File: src/pkg/low_supply_monitor_defines.svh
`ifndef LOW_SUPPLY_MONITOR_DEFINES_SVH
`define LOW_SUPPLY_MONITOR_DEFINES_SVH

// ----------------------------------------------------------------
// register byte offsets, taken from haddr[7:0]
// ----------------------------------------------------------------
`define STATUS_OFS      8'h00
`define CONFIG_OFS      8'h04
`define TRIP_OFS        8'h08

// ----------------------------------------------------------------
// field positions
// ----------------------------------------------------------------
`define FLAG_BIT        0
`define PWRD_BIT        0
`define RSTD_BIT        1
`define STOPEN_BIT      2
`define TRIP_BIT        0
`define TRIP_DONE_BIT   1

// ----------------------------------------------------------------
// reset values and bus codes
// ----------------------------------------------------------------
`define CONFIG_RST      3'h0
`define TRIP_RST        1'h0
`define HTRANS_NONSEQ   2'h2
`define HRESP_OKAY      1'h0

`endif

File: src/pkg/low_supply_monitor_pkg.sv
package low_supply_monitor_pkg;

   // comparator results, falling and rising threshold
   typedef struct packed {
      logic below_falling;
      logic above_rising;
   } cmp_s;

   // software settings from the configuration register
   typedef struct packed {
      logic stop_enable;
      logic reset_disable;
      logic power_disable;
   } cfg_s;

   // latched address phase of an ahb write
   typedef struct packed {
      logic       valid;
      logic [7:0] addr;
   } wr_phase_s;

   // low-supply reset guard
   typedef enum logic [0:0] {
      guard_watch = 1'b0,
      guard_hold  = 1'b1
   } guard_e;

endpackage : low_supply_monitor_pkg

File: src/verilog/low_supply_monitor_control.sv
// What this block does
// trip range clear after power-on reset
// low-supply reset held until above rising threshold
// monitor enabled by default out of reset
// power-disable stops resets and flag updates
// reset-disable suppresses every low-supply reset
// stop mode active only if enabled, powered
// trip range set selects higher supply range
// enabled monitor resets chip below falling threshold
// software polls flag with resets disabled
// trip range accepts one write only
// no interrupt request is ever raised
// active in wait, reset wakes from wait
// active in stop, reset wakes from stop
// flag sets below falling, clears above rising
// comparator results pass two flip-flops
// settings come from the configuration register
`include "low_supply_monitor_defines.svh"
`timescale 1ns/1ps

module low_supply_monitor_control
(
   // clock and reset
   input  wire logic        clk_sys,
   input  wire logic        reset,
   // ahb-lite slave
   input  wire logic        hsel,
   input  wire logic [31:0] haddr,
   input  wire logic [1:0]  htrans,
   input  wire logic        hwrite,
   input  wire logic [2:0]  hsize,
   input  wire logic [31:0] hwdata,
   input  wire logic        hready,
   output logic      [31:0] hrdata,
   output logic             hreadyout,
   output logic             hresp,
   // analog comparator, asynchronous
   input  wire logic        cmp_below_falling,
   input  wire logic        cmp_above_rising,
   output logic             trip_range_select,
   output logic             monitor_power_on,
   // system integration
   input  wire logic        wait_mode,
   input  wire logic        stop_mode,
   output logic             low_supply_reset_req,
   output logic             low_power_wake_req
);

   // ----------------------------------------------------------------
   // read mux
   // ----------------------------------------------------------------
   function automatic logic [31:0] read_word
   (
      input logic [7:0]                 addr,
      input logic                       flag,
      input low_supply_monitor_pkg::cfg_s cfg,
      input logic                       trip,
      input logic                       done
   );
      logic [31:0] word;
      word = 32'h0000_0000;
      if (addr == `STATUS_OFS)
         word[`FLAG_BIT] = flag;
      else if (addr == `CONFIG_OFS)
      begin
         word[`PWRD_BIT]   = cfg.power_disable;
         word[`RSTD_BIT]   = cfg.reset_disable;
         word[`STOPEN_BIT] = cfg.stop_enable;
      end
      else if (addr == `TRIP_OFS)
      begin
         word[`TRIP_BIT]      = trip;
         word[`TRIP_DONE_BIT] = done;
      end
      return word;
   endfunction : read_word

   // ----------------------------------------------------------------
   // state
   // ----------------------------------------------------------------
   low_supply_monitor_pkg::cmp_s      cmp_meta;
   low_supply_monitor_pkg::cmp_s      cmp_sync;
   low_supply_monitor_pkg::cfg_s      cfg;
   low_supply_monitor_pkg::cfg_s      next_cfg;
   low_supply_monitor_pkg::wr_phase_s wr_phase;
   low_supply_monitor_pkg::guard_e    guard;
   low_supply_monitor_pkg::guard_e    next_guard;
   logic                              trip;
   logic                              next_trip;
   logic                              trip_done;
   logic                              next_trip_done;
   logic                              flag;
   logic                              next_flag;

   // ----------------------------------------------------------------
   // bus decode
   // ----------------------------------------------------------------
   wire addr_phase = hsel & hready & (htrans == `HTRANS_NONSEQ);
   wire wr_start   = addr_phase & hwrite;
   wire rd_start   = addr_phase & ~hwrite;
   wire wr_config  = wr_phase.valid & (wr_phase.addr == `CONFIG_OFS);
   wire wr_trip    = wr_phase.valid & (wr_phase.addr == `TRIP_OFS);

   // zero wait states, always okay; hsize is whole word only
   assign hreadyout = 1'b1;
   assign hresp     = `HRESP_OKAY;

   // ----------------------------------------------------------------
   // settings
   // ----------------------------------------------------------------

   assign next_cfg.power_disable = wr_config ? hwdata[`PWRD_BIT]   : cfg.power_disable;
   assign next_cfg.reset_disable = wr_config ? hwdata[`RSTD_BIT]   : cfg.reset_disable;
   assign next_cfg.stop_enable   = wr_config ? hwdata[`STOPEN_BIT] : cfg.stop_enable;

   // later writes are dropped so the protection range cannot move
   wire trip_take = wr_trip & ~trip_done;
   assign next_trip      = trip_take ? hwdata[`TRIP_BIT] : trip;
   assign next_trip_done = trip_done | wr_trip;


   assign trip_range_select = trip;

   // ----------------------------------------------------------------
   // monitor activity
   // ----------------------------------------------------------------
   // wait mode leaves the monitor running; stop needs the enable
   wire monitor_active = ~cfg.power_disable
                         & (~stop_mode | cfg.stop_enable);
   wire reset_enable   = monitor_active & ~cfg.reset_disable;

   // analog side is powered from reset onward unless disabled, or in stop mode without the stop enable
   assign monitor_power_on = monitor_active;

   // ----------------------------------------------------------------
   // comparator settling
   // ----------------------------------------------------------------
   // a freshly powered comparator leaves stale results in the two sync
   // stages; they are ignored until two edges of activity have passed
   logic [1:0] active_age;
   wire        cmp_valid   = monitor_active & (&active_age);
   wire        reset_armed = reset_enable & cmp_valid;

   // ----------------------------------------------------------------
   // status flag with hysteresis
   // ----------------------------------------------------------------
   // falling wins if both comparators report at once
   assign next_flag = ~cmp_valid              ? flag :
                      cmp_sync.below_falling  ? 1'b1 :
                      cmp_sync.above_rising   ? 1'b0 : flag;

   // ----------------------------------------------------------------
   // low-supply reset guard
   // ----------------------------------------------------------------
   always_comb
   begin
      next_guard = guard;
      unique case (guard)
         low_supply_monitor_pkg::guard_watch:
            if (reset_armed & cmp_sync.below_falling)
               next_guard = low_supply_monitor_pkg::guard_hold;
         low_supply_monitor_pkg::guard_hold:
            // released only above the rising threshold or when disabled
            if (cmp_sync.above_rising | ~reset_enable)
               next_guard = low_supply_monitor_pkg::guard_watch;
      endcase
   end

   // no interrupt output exists; reset and flag are the only results
   assign low_supply_reset_req = (guard == low_supply_monitor_pkg::guard_hold);
   assign low_power_wake_req   = low_supply_reset_req
                                 & (wait_mode | stop_mode);

   // ----------------------------------------------------------------
   // flip-flops
   // ----------------------------------------------------------------
   always_ff @(posedge clk_sys or posedge reset)
   begin
      if (reset)
      begin
         cmp_meta   <= '0;
         cmp_sync   <= '0;
         active_age <= 2'h0;
      end
      else
      begin
         cmp_meta   <= {cmp_below_falling, cmp_above_rising};
         cmp_sync   <= cmp_meta;
         active_age <= {active_age[0], monitor_active};
      end
   end

   always_ff @(posedge clk_sys or posedge reset)
   begin
      if (reset)
      begin
         cfg       <= `CONFIG_RST;
         trip      <= `TRIP_RST;
         trip_done <= 1'b0;
         flag      <= 1'b0;
         guard     <= low_supply_monitor_pkg::guard_watch;
      end
      else
      begin
         cfg       <= next_cfg;
         trip      <= next_trip;
         trip_done <= next_trip_done;
         flag      <= next_flag;
         guard     <= next_guard;
      end
   end

   // read data forwards same-edge writes so back-to-back reads are fresh
   always_ff @(posedge clk_sys or posedge reset)
   begin
      if (reset)
      begin
         wr_phase <= '0;
         hrdata   <= 32'h0000_0000;
      end
      else
      begin
         wr_phase <= '{valid: wr_start, addr: haddr[7:0]};
         if (rd_start)
            hrdata <= read_word(haddr[7:0], next_flag, next_cfg,
                                next_trip, next_trip_done);
      end
   end

   // ----------------------------------------------------------------
   // assertions
   // ----------------------------------------------------------------
   flag_set_a: assert property (@(posedge clk_sys) disable iff (reset)
      cmp_valid && cmp_sync.below_falling |=> flag)
      else $error("flag did not set below falling threshold");

   flag_clear_a: assert property (@(posedge clk_sys) disable iff (reset)
      cmp_valid && cmp_sync.above_rising && !cmp_sync.below_falling |=> !flag)
      else $error("flag did not clear above rising threshold");

   flag_hold_a: assert property (@(posedge clk_sys) disable iff (reset)
      !monitor_active |=> $stable(flag))
      else $error("flag moved while monitor inactive");

   sync_delay_a: assert property (@(posedge clk_sys) disable iff (reset)
      ##2 cmp_sync.below_falling == $past(cmp_below_falling, 2))
      else $error("comparator not delayed by two stages");

   reset_fire_a: assert property (@(posedge clk_sys) disable iff (reset)
      reset_armed && cmp_sync.below_falling |=> low_supply_reset_req)
      else $error("no reset below falling threshold");

   reset_hold_a: assert property (@(posedge clk_sys) disable iff (reset)
      low_supply_reset_req && !cmp_sync.above_rising && reset_enable
      |=> low_supply_reset_req)
      else $error("reset released before rising threshold");

   rstd_quiet_a: assert property (@(posedge clk_sys) disable iff (reset)
      cfg.reset_disable [*2] |-> !low_supply_reset_req)
      else $error("reset issued while reset disabled");

   pwrd_quiet_a: assert property (@(posedge clk_sys) disable iff (reset)
      cfg.power_disable [*2] |-> !low_supply_reset_req && !monitor_power_on)
      else $error("monitor working while power disabled");

   stop_idle_a: assert property (@(posedge clk_sys) disable iff (reset)
      stop_mode && !cfg.stop_enable |-> !monitor_active)
      else $error("monitor active in stop without enable");

   trip_once_a: assert property (@(posedge clk_sys) disable iff (reset)
      trip_done |=> $stable(trip_range_select) && trip_done)
      else $error("trip range changed after first write");

   wake_a: assert property (@(posedge clk_sys) disable iff (reset)
      low_supply_reset_req && stop_mode |-> low_power_wake_req)
      else $error("reset did not wake from stop");

   wait_wake_a: assert property (@(posedge clk_sys) disable iff (reset)
      low_supply_reset_req && wait_mode |-> low_power_wake_req)
      else $error("reset did not wake from wait");

   wake_quiet_a: assert property (@(posedge clk_sys) disable iff (reset)
      !low_supply_reset_req |-> !low_power_wake_req)
      else $error("wake requested without a reset");

   inactive_quiet_a: assert property (@(posedge clk_sys) disable iff (reset)
      !monitor_active |=> !low_supply_reset_req)
      else $error("reset kept while monitor inactive");

   hold_release_a: assert property (@(posedge clk_sys) disable iff (reset)
      low_supply_reset_req && !reset_enable |=> !low_supply_reset_req)
      else $error("reset kept after resets were disabled");

   settle_gate_a: assert property (@(posedge clk_sys) disable iff (reset)
      !monitor_active |=> !cmp_valid)
      else $error("stale comparator result used after power up");

   stop_active_a: assert property (@(posedge clk_sys) disable iff (reset)
      stop_mode && cfg.stop_enable && !cfg.power_disable |-> monitor_active)
      else $error("monitor inactive in stop despite enable");

   wait_active_a: assert property (@(posedge clk_sys) disable iff (reset)
      wait_mode && !stop_mode && !cfg.power_disable |-> monitor_active)
      else $error("monitor inactive in wait mode");

   range_default_a: assert property (@(posedge clk_sys) disable iff (reset)
      !trip_done |-> !trip_range_select)
      else $error("trip range left lower range before a write");

   trip_lock_a: assert property (@(posedge clk_sys) disable iff (reset)
      wr_trip |=> trip_done)
      else $error("trip range not locked by its first write");

   flag_between_a: assert property (@(posedge clk_sys) disable iff (reset)
      cmp_valid && !cmp_sync.below_falling && !cmp_sync.above_rising |=> $stable(flag))
      else $error("flag moved between thresholds");

   // ----------------------------------------------------------------
   // coverage
   // ----------------------------------------------------------------
   wait_wake_c: cover property (@(posedge clk_sys) disable iff (reset)
      wait_mode && low_power_wake_req);

   reset_seen_c: cover property (@(posedge clk_sys) disable iff (reset)
      !low_supply_reset_req ##1 low_supply_reset_req ##[1:20] !low_supply_reset_req);

   polled_flag_c: cover property (@(posedge clk_sys) disable iff (reset)
      cfg.reset_disable && !cfg.power_disable && $rose(flag));

   trip_retry_c: cover property (@(posedge clk_sys) disable iff (reset)
      trip_done && wr_trip);

   stop_wake_c: cover property (@(posedge clk_sys) disable iff (reset)
      stop_mode && low_power_wake_req);

endmodule : low_supply_monitor_control

File: config.mk
export PLATFORM = sky130hd
export DESIGN_NAME = low_supply_monitor_control
export DESIGN_NICKNAME = d
export VERILOG_FILES = /design/src/pkg/low_supply_monitor_pkg.sv /design/src/verilog/low_supply_monitor_control.sv
export VERILOG_INCLUDE_DIRS = /design/src /design/src/pkg
export SDC_FILE = /design/constraint.sdc
export NUM_CORES = 1
export LEC_CHECK = 0
export BUFFER_PORTS_ARGS = -buffer_cell sky130_fd_sc_hd__clkbuf_2
export CORE_ASPECT_RATIO = 1.25
export CORE_MARGIN = 4
export CORE_UTILIZATION = 30
export CTS_CLUSTER_SIZE = 25
export DETAILED_ROUTE_END_ITERATION = 10
export PLACE_DENSITY = 0.74
export RECOVER_POWER = 100
export SYNTH_ARGS = -nofsm -noshare
export SYNTH_HDL_FRONTEND = slang
export SYNTH_SLANG_ARGS = --single-unit
File: constraint.sdc
create_clock -name clk_sys -period 2.3 [get_ports clk_sys]
set_input_delay 0.115 -clock clk_sys [delete_from_list [all_inputs] [get_ports clk_sys]]
set_output_delay 0.115 -clock clk_sys [all_outputs]
set_load 0.02 [all_outputs]
# Word level (Yosys, flattened, before mapping)
# Cells that the tools add are included.
dict set report classes {
  mux 15
  magnitude_cmp 0
  reduce_logical 2
  div 0
  n_eq_ne 5
  n_bitwise 24
  addsub 0
  shifts 0
  multipliers 0
}
# op count
set op_table {}
lappend op_table {{$eq A8 B3 Y1 const B} 2}
lappend op_table {{$eq A8 B4 Y1 const B} 2}
lappend op_table {{$and A1 B1 Y1} 13}
lappend op_table {{$mux W1} 11}
lappend op_table {{$logic_not A8 Y1} 1}
lappend op_table {{$not A1 Y1} 7}
lappend op_table {{$mux W2} 3}
lappend op_table {{$or A1 B1 Y1} 4}
lappend op_table {{$eq A2 B2 Y1 const B} 1}
lappend op_table {{$pmux W1 S2} 1}
lappend op_table {{$reduce_and A2 Y1} 1}
dict set report totals {
  latch_bits 0
  word_cells 61
  in_bits 78
  memories 0
  romBits 0
  ram_bits 0
  ff_bits 25
}

# Depth between registers and ports, before layout
# Gate-level depths: netlist of the first run.
dict set report logic_depth {
  depth_word 8
  depth_mapped 4
  depth_no_buf 4
}

# Worst setup path before layout of the first run
# OpenSTA, ideal clock, no wires.
dict set report synth_path {
  kind {reg-to-reg}
  start {register wr_phase[7] (netlist bit)}
  end {register hrdata[0]}
  path_stages_with_launch 5
  setup_slack_ns 0.885
  t_arrival_ns 1.311
  period_less_slack_ns 1.415
  required_time_ns 2.196
  n_path_buf 0
  setup_time_ns 0.104
  path_cell_list {dfrtp_1 nor4_4 nand4b_1 mux2i_1 o311ai_1}
}
dict set report synth_via {
  elab_chain_cells 7
}
# item line_no
set synth_lines {}
lappend synth_lines {{start: declaration} low_supply_monitor_control.sv:85} ;# low_supply_monitor_pkg::wr_phase_s wr_phase;
lappend synth_lines {{start signal: assignment} low_supply_monitor_control.sv:223} ;# wr_phase <= '{valid: wr_start, addr: haddr[7:0]};
lappend synth_lines {{$eq A8 B4 Y1 (no source line)} n/a}
lappend synth_lines {{$and A1 B1 Y1} low_supply_monitor_control.sv:102} ;# wire wr_trip = wr_phase.valid & (wr_phase.addr == `TRIP_OFS);
lappend synth_lines {{$and A1 B1 Y1} low_supply_monitor_control.sv:117} ;# wire trip_take = wr_trip & ~trip_done;
lappend synth_lines {{$mux W1} low_supply_monitor_control.sv:118} ;# assign next_trip = trip_take ? hwdata[`TRIP_BIT] : trip;
lappend synth_lines {{$mux W2} low_supply_monitor_control.sv:70} ;# else if (addr == `TRIP_OFS)
lappend synth_lines {{$mux W2 (*)} low_supply_monitor_control.sv:64} ;# else if (addr == `CONFIG_OFS)
lappend synth_lines {{$mux W1 (*)} low_supply_monitor_control.sv:62} ;# if (addr == `STATUS_OFS)
lappend synth_lines {{end signal: assignment} low_supply_monitor_control.sv:225} ;# hrdata <= read_word(haddr[7:0], next_flag, next_cfg,
lappend synth_lines {{end: declaration} low_supply_monitor_control.sv:34} ;# output logic [31:0] hrdata,
# Mark *: on every way between the ends. The rest lies on a longest branch, timed or not.
# A chain may end at the register's enable or synchronous reset.

# Final worst setup path of the first run
dict set report layout_path {
  start {register wr_phase[5] (netlist bit)}
  end {register hrdata[0]}
}
# The elaborated chain is that of the path after synthesis.

==> metrics.md, run 1 <==
| Metric | Value |
|---|---|
| Routed len/inst | ~11 µm |
| Clock Latency Late Sink | 0.26 ns |
| Final core utilization | 36.3% |
| Slew Limit Fails | 0 |
| Clock Pin Slew Worst Setup and Hold Paths | 0.08 ns |
| Arrival time worst endpoint | slightly below 2 ns |
| Setup-failing EPs final | 0 |
| Largest net degree at the start of global routing | 26 |
| Synth top cells by count | buf_4, dfrtp_1, inv_1, nor2_1, o21ai_0 |
| Pleak | 0.699 nW |
| Max stage delay on crit path | about 0.4 ns |
| Synth warn | 0 |
| Post-synth ARST share | 100% |
| Worst setup SP type | flop |
| Max transition margin | 39.1% |
| Syn avg cell area | 11.4 µm² |
| Critical Path Fanout Max | 4 |
| Status | finished clean |
| Via count of the first global-routing pass | 750 |
| Top Ports | 116 |
| Crit-path slowest cell | nor3b_1 |
| Initial core utilization | 31.6% |
| Die width | approximately 65 µm |
| Pwr Density | a little under 600 mW/mm² |
| Post-synth top area cell | dfrtp_1 |
| Slew @ Worst Pin | a little over 0.9 ns |
| RSZ-0062 raised after global routing | false |
| GRT Total Usage | 8.68% |
| Clock tree sinks | 25 |
| CTS Buf Count | 3 |
| Residual DRC count | 0 |
| Via-to-Cell Ratio | 3.97 |
| Switching share of total power | 26.1% |
| First-pass GRT wire length | 3.37 mm |
| Layout cells sized above 1 | 16.6% |
| Internal power | 0.613 mW |
| CP Class | reg -> reg |
| Synth Cell Area | 0.00121 mm² |
| Max Clock Skew | 0.00447 ns |
| Reg power frac | 56.7% |
| Hold_buf cts | 8 |
| FP Rows | 25 |
| Primary FF master, synth | dfrtp_1 |
| Core area | 0.00385 mm² |
| Cells after Synth | ~110 |
| Sequential area share after synthesis | 51.5% |
| Number of buffers added for setup after CTS | 0 |
| Area grow syn2layout | 14.9% |
| Diodes inserted | 0 |
| Overflow after GRT | 0 |
| Iter 0 DRT Violations | 8 |
| Number of synthesized flops with an enable pin | 0 |
| Req. time, crit path | 2.43 ns |
| CTS tree | done |
| Final period util | 79.8% |
| Clk pwr share | 30.0% |
| DRT Pass-1 Iters | 3 |
| Die Area | 0.00514 mm² |
| Initial antenna violation count | 0 |
| Filler Cell Count | 405 |
| Unique masters post-synth | 30 |
| Final WL | approximately 2.2 mm |
| Clock Tree Root | clkbuf_8 |
| H-tree levels | 1 |
| Worst r2r path cells | 4 |
| Most common cell in the netlist | buf_4 |
| Crit path cell chain | nor3b_1 > nand4b_1 > mux2i_1 > o311ai_0 |
| Max_cap viols | 0 |
| Synth top area share | 51.5% |
| RePlAce Congestion | 0.683 |
| VDD IR max | 0.329 mV |
| Resized cells post-CTS | 0 |
| Via count | 790 |
| Die span in y | between 70 and 80 µm |
| IO Port Bufs | 28 |
| Synth top area cells | dfrtp_1, buf_4, mux2i_1, inv_1, mux2_2 |
| Worst Hold Class | in -> async |
| Clock Path Buffers | 2 |
| Comb pwr share | 13.3% |
| Setup TNS | 0 ns |
| #FFs+latches synth | 25 |
| DRT antenna net count | 0 |
| Inst Count DP | around 190 |
| Final std cells w/o fill | 199 |
| Min Tclk post-route | 1.84 ns |
| Detail Placement HPWL | 1.74 mm |
| Hold Vio Cnt, Final | 0 |
| Nets@finish | 224 |
| P_sw | 0.217 mW |
| Crit end category | flop |
| Fmax | 0.545 GHz |
-- kinds of logic after synthesis --
family                 share of synthesized area [%]
buffers and inverters                           21.3
muxes                                           4.33
DFF                                             51.5
and+or+nand+nor                                 15.2
other                                          0.618
AOI/OAI and AO/OA                               7.00
-- cell type report --
| type | instances | area (µm²) | area share, % |
|---|---|---|---|
| Clock buffer | 3 | 41.3 | 2.96 |
| Clock inverter | 1 | 5.00 | 0.358 |
| Inverter | 7 | 26.3 | 1.88 |
| Multi-Input combinational cell | 73 | 427 | 30.6 |
| Sequential cell | 25 | 626 | 44.8 |
| Tap cell | 54 | 67.6 | 4.84 |
| Timing Repair Buffer | 36 | 204 | 14.6 |
-- sequential cells by signal, indices dropped and copies added, names as in the netlist --
signal                flops
active_age                2
cfg                       3
cmp_meta                  2
cmp_sync                  2
flag                      1
hrdata                    3
low_supply_reset_req      1
trip_done                 1
trip_range_select         1
wr_phase                  9
-- power groups by stage --
| stage | clock, mW | sequential [mW] | combinational, mW |
|---|---|---|---|
| 4_1_cts | 0.256 | 0.472 | 0.113 |
| 3_5_place_dp | 0 | 0.481 | 0.102 |
| 3_3_place_gp | 0 | 0.480 | 0.101 |
| 6_report | 0.249 | 0.471 | 0.110 |
| 2_1_floorplan | 0 | 0.478 | 0.113 |
| 5_1_grt | 0.278 | 0.473 | 0.122 |
-- stage by stage --
| step | hold WS [ns] | instance area, µm² | total power, mW | setup slack, ns |
|---|---|---|---|---|
| after floorplan | 0.142 | 1320 | 0.591 | 0.885 |
| final | 0.0221 | 1400 | 0.829 | 0.464 |
| after global routing | 0.0537 | 1400 | 0.873 | 0.342 |
| after global placement | 0.224 | 1300 | 0.581 | 0.656 |
| after detailed placement | 0.228 | 1300 | 0.583 | 0.602 |
| after CTS | 0.0208 | 1430 | 0.841 | 0.525 |
-- worst max-delay path: cells and delay by family, from the launching register on --
family	cells	cell delay [ns]
AND/OR/NAND/NOR	2	0.76
AO/OA/AOI/OAI	1	0.38
flip-flops	1	0.37
multiplexers	1	0.20
-- final timing paths --
check | from | to | slack, ns
max in group asynchronous | reset | cfg[0] | 1.72
worst min-delay path | reset | hrdata[2] | 0.02
worst min register to register | cmp_meta[0] | cmp_sync[0] | 0.35
worst max register to register | wr_phase[5] | hrdata[0] | 0.46
min in group clk_sys | haddr[3] | wr_phase[3] | 0.05
worst max-delay path | wr_phase[5] | hrdata[0] | 0.46
-- routing by layer --
layer	GRT usage, %	vias to the layer above	share of wire [%]
met5	0	-	0
met4	4.44	0	1.6
met3	1.70	4	6.5
met2	14.5	35	50
met1	10.5	373	42
li1	-	378	-
-- cells in the final DEF, fill, tap and decap left out, types with 3 or more instances in the layout --
cell	n
inv_1	7
clkbuf_8	3
clkbuf_1	13
conb_1	31
dlygate4sd3_1	8
nor2_1	4
clkbuf_2	15
dfrtp_1	25
o21ai_0	4
nand2b_1	3
mux2i_1	3
No activity file was read; power rests on OpenSTA's default activity.
==> run 2, diff against run 1 <==
--- a/config.mk
+++ b/config.mk
@@ -6,13 +6,14 @@
 export SDC_FILE = /design/constraint.sdc
 export NUM_CORES = 1
 export LEC_CHECK = 0
+export ABC_AREA = 1
 export BUFFER_PORTS_ARGS = -buffer_cell sky130_fd_sc_hd__clkbuf_2
 export CORE_ASPECT_RATIO = 1.25
 export CORE_MARGIN = 4
 export CORE_UTILIZATION = 30
 export CTS_CLUSTER_SIZE = 25
 export DETAILED_ROUTE_END_ITERATION = 10
-export PLACE_DENSITY = 0.74
+export PLACE_DENSITY = 0.75
 export RECOVER_POWER = 100
 export SYNTH_ARGS = -nofsm -noshare
 export SYNTH_HDL_FRONTEND = slang
==> constraint.sdc (replaced) <==
create_clock -name clk_sys -period 1.6 [get_ports clk_sys]
set_input_delay 0.08 -clock clk_sys [delete_from_list [all_inputs] [get_ports clk_sys]]
set_output_delay 0.08 -clock clk_sys [all_outputs]
set_load 0.02 [all_outputs]
==> metrics.md, run 2 <==
| Metric | Value |
|---|---|
| Status | finished clean |
| Nets@finish | 268 (+20%) |
| FF/Latch Area | 626 µm² (unchanged) |
| Sequential area share after synthesis | 48.4% (-3.1 points) |
| Crit path cell chain | a21oi_1 > clkbuf_1 |
| Critical path depth | 2 (-2) |
| Post-synthesis compound-gate area fraction | 4.64% (-2.4 points) |
| Worst r2r path cells | 8 (+4) |
| Final WL | 2.29 mm (+4.2%) |
| Setup TNS | 0 ns (unchanged) |
| Hold Crit Depth | 3 |
| Total Power | 1.22 mW (+47%) |
| Post-synthesis adder-cell area fraction | 0% (unchanged) |
| Worst Setup Slack, final | 0.260 ns (-0.204 ns) |
| #FFs+latches synth | 25 (unchanged) |
| VDD IR max | 0.424 mV (+29%) |
| Detail Placement HPWL | 1.81 mm (+3.9%) |
| Max reg flops | 9 (unchanged) |
| Min Tclk post-route | between 1 and 1.5 ns |
| Via count | 935 (+18%) |
| Setup-failing EPs final | 0 (unchanged) |
| Arrival time worst endpoint | 1.26 ns (-0.70 ns) |
| Max_cap viols | 0 (unchanged) |
| Layout cells sized above 1 | 14.8% (-1.7 points) |
| Clock tree sinks | 25 (unchanged) |
| Worst setup SP type | flop |
| Worst Hold Class | in -> reg |
| Synth Cell Area | 0.00129 mm² (+6.5%) |
| Pwr Density | 811 mW/mm² (+36%) |
| Cells after Synth | 147 (+37%) |
| Commonest non-fill, non-tap cell in the layout | conb_1 |
| Initial antenna violation count | 0 (unchanged) |
| Overflow after GRT | 0 (unchanged) |
| Hold Vio Cnt, Final | 0 (unchanged) |
| Syn avg cell area | 8.80 µm² (-22%) |
| Fmax | 0.746 GHz |
| Number of synthesized flops with an enable pin | 0 (unchanged) |
| Diodes inserted | 0 (unchanged) |
| Largest net degree at the start of global routing | 26 (unchanged) |
| Unique masters post-synth | 22 (-27%) |
| Critical Path Fanout Max | 5 (+1) |
| Synth top area cells | dfrtp_1, buf_4, nand2_1, inv_1, nor2_1 |
| Clock Latency Late Sink | 0.26 ns (about the same) |
| First-pass GRT wire length | 3.71 mm (+9.8%) |
| Iter 0 DRT Violations | 11 (+3) |
| Area share of xor/xnor cells in the synthesized design | 0% (unchanged) |
| Top Ports | 116 (unchanged) |
| Post-synth top area cell | dfrtp_1 |
| GRT Total Usage | 8.97% (+0.28 points) |
| Slew Limit Fails | 0 (unchanged) |
| Post-synth ARST share | 100% (unchanged) |
| CP Class | reg -> out |
| Die span in y | 81.4 µm (+2.9%) |
| Final period util | 83.8% |
| Clock Pin Slew Worst Setup and Hold Paths | 0.08 ns (about the same) |
| Post-Synth Simple-Gate Area | 22.3% (+7.1 points) |
| Die width | 66.7 µm (+2.8%) |
| DRT antenna net count | 0 (unchanged) |
| RePlAce Congestion | 0.736 (+7.7%) |
| Max transition margin | 60.3% (+21 points) |
| Primary FF master, synth | dfrtp_1 |
| Synth top cells by count | buf_4, nand2_1, dfrtp_1, inv_1, nor2_1 |
| Most common cell in the netlist | buf_4 |
| DRT Pass-1 Iters | 4 (+1) |
| CTS tree | done |
| Max stage delay on crit path | 0.38 ns (-0.03 ns) |
| Clock Tree Root | clkbuf_8 |
| IO Port Bufs | 28 (unchanged) |
| Initial core utilization | 31.3% (-0.26 points) |
| Clock Path Buffers | 2 (unchanged) |
| DP Worst Slack | 0.349 ns (-0.253 ns) |
| Core area | 0.00413 mm² (+7.4%) |
| Max Clock Skew | 0.000855 ns (-0.00361 ns) |
| Largest Register | wr_phase |
| CP bufs+invs | 1 (+1) |
| RSZ-0062 raised after global routing | false |
| Top Registers | wr_phase: 9 flops, cfg: 3 flops, hrdata: 3 flops |
| Final std cells w/o fill | 245 (+23%) |
| Req. time, crit path | 1.52 ns (-0.91 ns) |
| Residual DRC count | 0 (unchanged) |
| Crit-path slowest cell | dfrtp_1 |
| Via-to-Cell Ratio | 3.82 (-3.9%) |
| Placed cell area | 0.00139 mm² (+6.8%) |
| Synth top area share | 48.4% (-3.1 points) |
| Via count of the first global-routing pass | 899 (+20%) |
| Inst Count DP | 230 (+23%) |
| Final Cell Area | 0.00150 mm² (+7.5%) |
| H-tree levels | 1 (unchanged) |
| CTS Buf Count | 3 (unchanged) |
| Area of the multi-input gates | 443 µm² (+3.8%) |
| Synth warn | 0 (unchanged) |
| Slew @ Worst Pin | 0.596 ns (-0.317 ns) |
| FP Rows | 26 (+4.0%) |
| Area grow syn2layout | 16.1% |
| Crit end category | output port |
| Most frequent cells in the layout | conb_1, nand2_1, dfrtp_1, inv_1, clkbuf_2 |
| Die Area | 0.00543 mm² (+5.7%) |
| Number of buffers added for setup after CTS | 0 (unchanged) |
| Routed len/inst | 9.35 µm (-15%) |
| Pleak | 0.792 nW (+13%) |
| CP top delay family | flip-flops |
| Main combinational cell family by area after synthesis | buffers and inverters |
| Post-synthesis mux area share | 0% (-4.3 points) |
| Filler Cell Count | 446 (+10%) |
==> run 2: through the flow <==
stage          util, %  hold slack (ns)
2_1_floorplan        -            0.107
3_3_place_gp      33.6            0.124
3_5_place_dp      33.6            0.126
4_1_cts           37.3           0.0333
5_1_grt           36.3           0.0464
6_report          36.3           0.0348
==> run 2: cell type report <==
type,count,area share [%]
Clock buffer,4,3.00
Sequential cell,25,41.7
Inverter,21,5.25
Timing Repair Buffer,40,15.9
Tap cell,56,4.67
Multi-Input combinational cell,99,29.5
==> run 2: where the power goes <==
part,total (mW),switching (mW),internal [mW]
Combinational,0.184,0.130,0.0540
Sequential,0.670,0.0117,0.659
Clock,0.363,0.185,0.178
Total,1.22,0.327,0.890
==> run 2: path summary, 6_finish.rpt <==
path                               endpoint   startpoint  slack [ns]
hold / removal                  wr_phase[8]         hsel        0.03
setup reg to reg                  hrdata[0]  wr_phase[4]        0.27
max in group asynchronous       cmp_meta[0]        reset        0.71
min in group asynchronous       cmp_sync[0]        reset        0.50
hold reg to reg                 cmp_sync[1]  cmp_meta[1]        0.36
setup / recovery           monitor_power_on       cfg[0]        0.26
==> run 2: cells by family after synthesis <==
kind of cell | Yosys count
buffers and inverters | 52
AND/OR/NAND/NOR | 61
flip-flops | 25
AO/OA/AOI/OAI | 7
other | 2
==> run 2: metal layers <==
layer | global-route usage, % | vias up | share of wire (%)
li1 | - | 470 | -
met1 | 9.45 | 424 | 37
met2 | 17.1 | 37 | 53
met3 | 1.37 | 4 | 8.2
met4 | 4.27 | 0 | 1.2
met5 | 0 | - | 0
==> run 2: worst min-delay path: cells and delay by family <==
kind	cells	cell delay [ns]
buffers and inverters	1	0.08
and+or+nand+nor	2	0.11
==> run 2: repair_timing <==
action / 4_1_cts / 5_1_grt
hold buffers: 11 / 0
endpoints found under the setup margin: 0 / 0
endpoints found under the hold margin: 35 / 0
gates resized for setup: 0 / 0
==> run 3, diff against run 2 <==
==> constraint.sdc (replaced) <==
create_clock -name clk_sys -period 1.2 [get_ports clk_sys]
set_input_delay 0.06 -clock clk_sys [delete_from_list [all_inputs] [get_ports clk_sys]]
set_output_delay 0.06 -clock clk_sys [all_outputs]
set_load 0.02 [all_outputs]
==> metrics.md, run 3 (synthesis results as in run 2) <==
| Metric | Value |
|---|---|
| Status | finished, violations left |
| Failing checks | negative setup slack |
| Filler Cell Count | 452 (+1.3%) |
| GRT Total Usage | 9.54% (+0.57 points) |
| Max transition margin | 58.9% (-1.4 points) |
| Final WL | 2.41 mm (+5.2%) |
| Worst Setup Slack, final | -0.0513 ns (-0.311 ns) |
| Hold Crit Depth | 3 (unchanged) |
| Largest Register | wr_phase |
| Clock Pin Slew Worst Setup and Hold Paths | 0.08 ns (about the same) |
| CP top delay family | simple AND/OR/NAND/NOR gates |
| Setup TNS | -0.117 ns (-0.117 ns) |
| Max stage delay on crit path | 0.38 ns (about the same) |
| Worst r2r path cells | 8 (unchanged) |
| Final period util | 104% |
| FF/Latch Area | 626 µm² (unchanged) |
| Max Clock Skew | 0.00242 ns (+0.00156 ns) |
| CP bufs+invs | 0 (-1) |
| Largest net degree at the start of global routing | 26 (unchanged) |
| Pleak | 0.830 nW (+4.8%) |
| Arrival time worst endpoint | 1.41 ns (+0.15 ns) |
| Crit-path slowest cell | dfrtp_1 |
| Nets@finish | 269 (+0.37%) |
| Via count | 933 (-0.21%) |
| Routed len/inst | 9.79 µm (+4.8%) |
| Initial core utilization | 31.3% (unchanged) |
| Clock tree sinks | 25 (unchanged) |
| Crit path cell chain | nor2_1 > nand2_1 > nor2_4 > nand2_4 > nor2_2 > a21oi_2 > nand2_1 > nand3_2 |
| CTS tree | done |
| IO Port Bufs | 28 (unchanged) |
| Residual DRC count | 0 (unchanged) |
| DRT antenna net count | 0 (unchanged) |
| RePlAce Congestion | 0.726 (-1.4%) |
| Top Registers | wr_phase: 9 flops, cfg: 3 flops, hrdata: 3 flops |
| Initial antenna violation count | 0 (unchanged) |
| Clock Tree Root | clkbuf_8 |
| Die Area | 0.00543 mm² (unchanged) |
| Via-to-Cell Ratio | 3.79 (-0.62%) |
| CP Class | reg -> reg |
| CTS Buf Count | 3 (unchanged) |
| Layout cells sized above 1 | 21.1% (+6.2 points) |
| Setup-failing EPs final | 4 (+4) |
| Slew Limit Fails | 0 (unchanged) |
| Commonest non-fill, non-tap cell in the layout | conb_1 |
| Critical Path Fanout Max | 5 (unchanged) |
| Worst Hold Class | in -> reg |
| Die width | 66.7 µm (unchanged) |
| Clock Latency Late Sink | 0.26 ns (about the same) |
| Final std cells w/o fill | 246 (+0.41%) |
| RSZ-0062 raised after global routing | true |
| Fmax | 0.799 GHz |
| Slew @ Worst Pin | 0.616 ns (+0.0206 ns) |
| Req. time, crit path | 1.35 ns (-0.17 ns) |
| Min Tclk post-route | 1.25 ns |
| H-tree levels | 1 (unchanged) |
| Area of the multi-input gates | 503 µm² (+14%) |
| Detail Placement HPWL | 1.88 mm (+3.9%) |
| Diodes inserted | 0 (unchanged) |
| FP Rows | 26 (unchanged) |
| Critical path depth | 8 (+6) |
| Iter 0 DRT Violations | 6 (-5) |
| Worst setup SP type | flop |
| First-pass GRT wire length | 3.97 mm (+7.3%) |
| Max_cap viols | 0 (unchanged) |
| Max reg flops | 9 (unchanged) |
| Core area | 0.00413 mm² (unchanged) |
| Crit end category | flop |
| VDD IR max | 0.665 mV (+57%) |
| Most used cell, CP | nand2_1 |
| Area grow syn2layout | 21.3% |
| Die span in y | 81.4 µm (unchanged) |
| DRT Pass-1 Iters | 2 (-2) |
| Most frequent cells in the layout | conb_1, nand2_1, dfrtp_1, inv_1, clkbuf_2 |
| Via count of the first global-routing pass | 956 (+6.3%) |
| Inst Count DP | 231 (+0.43%) |
| Pwr Density | 1040 mW/mm² (+28%) |
| Clock Path Buffers | 2 (unchanged) |
| Top Ports | 116 (unchanged) |
| Hold Vio Cnt, Final | 0 (unchanged) |
| Overflow after GRT | 0 (unchanged) |
-- run 3: cell count changes in the layout (fill, tap and decap cells not counted), moves of 2 or more --
cell	delta
a21oi_1	-2
nand3_1	-4
nand3_2	+4
nor2_1	-5
nor2_2	+4
-- run 3: stage by stage --
step / total power [mW] / hold WS (ns) / setup WS [ns] / util (%) / cell area, µm²
finish: 1.63 / 0.0208 / -0.0513 / 38.0 / 1570
detailed placement: 1.14 / 0.109 / -0.110 / 33.8 / 1400
floorplan: 1.15 / 0.0873 / 0.0419 / - / 1400
CTS: 1.65 / 0.0190 / -0.0878 / 38.0 / 1570
global placement: 1.14 / 0.104 / -0.0323 / 33.8 / 1400
global route: 1.72 / 0.0259 / -0.127 / 38.0 / 1570
-- run 3: repair_timing --
item                       4_1_cts  5_1_grt
cloned                           0        0
resized for setup                5        7
pin swaps                        1        1
setup endpoints to repair        3        7
hold buffers                    11        0
setup buffers                    0        0
hold endpoints to repair        35        0
-- run 3: final timing paths --
path	from	endpoint	slack, ns
setup / recovery	wr_phase[5]	hrdata[1]	-0.05
hold / removal	hready	wr_phase[8]	0.02
setup reg to reg	wr_phase[5]	hrdata[1]	-0.05
hold reg to reg	cmp_meta[0]	cmp_sync[0]	0.35
max in group asynchronous	reset	trip_range_select	0.31
min in group asynchronous	reset	cmp_sync[1]	0.49
-- run 3: power by group --
part	switching, mW	total, mW	internal [mW]
sequential	0.0161	0.894	0.878
combinational	0.182	0.258	0.0767
clock	0.247	0.479	0.232
-- run 3: routing by layer --
metal | wire [µm] | up-vias | track usage (%)
li1 | - | 472 | -
met1 | 887 | 420 | 9.27
met2 | 1300 | 36 | 18.5
met3 | 187 | 5 | 2.19
met4 | 36 | 0 | 4.67
met5 | 0 | - | 0
-- run 3: final cells by class --
type / instances / area share [%]
clock buffers: 3 / 2.63
clock inverters: 1 / 0.319
flip-flops and latches: 25 / 39.9
repair buffers: 41 / 15.6
multi-input cells: 99 / 32.1
inverters: 21 / 5.02
well taps: 56 / 4.47
-- run 3: worst register-to-register path, cell delays in order (launching register included) --
cell	delay (ns)
dfrtp_1	0.38
nor2_1	0.13
nand2_1	0.11
nor2_4	0.14
nand2_4	0.10
nor2_2	0.10
a21oi_2	0.05
nand2_1	0.08
nand3_2	0.06
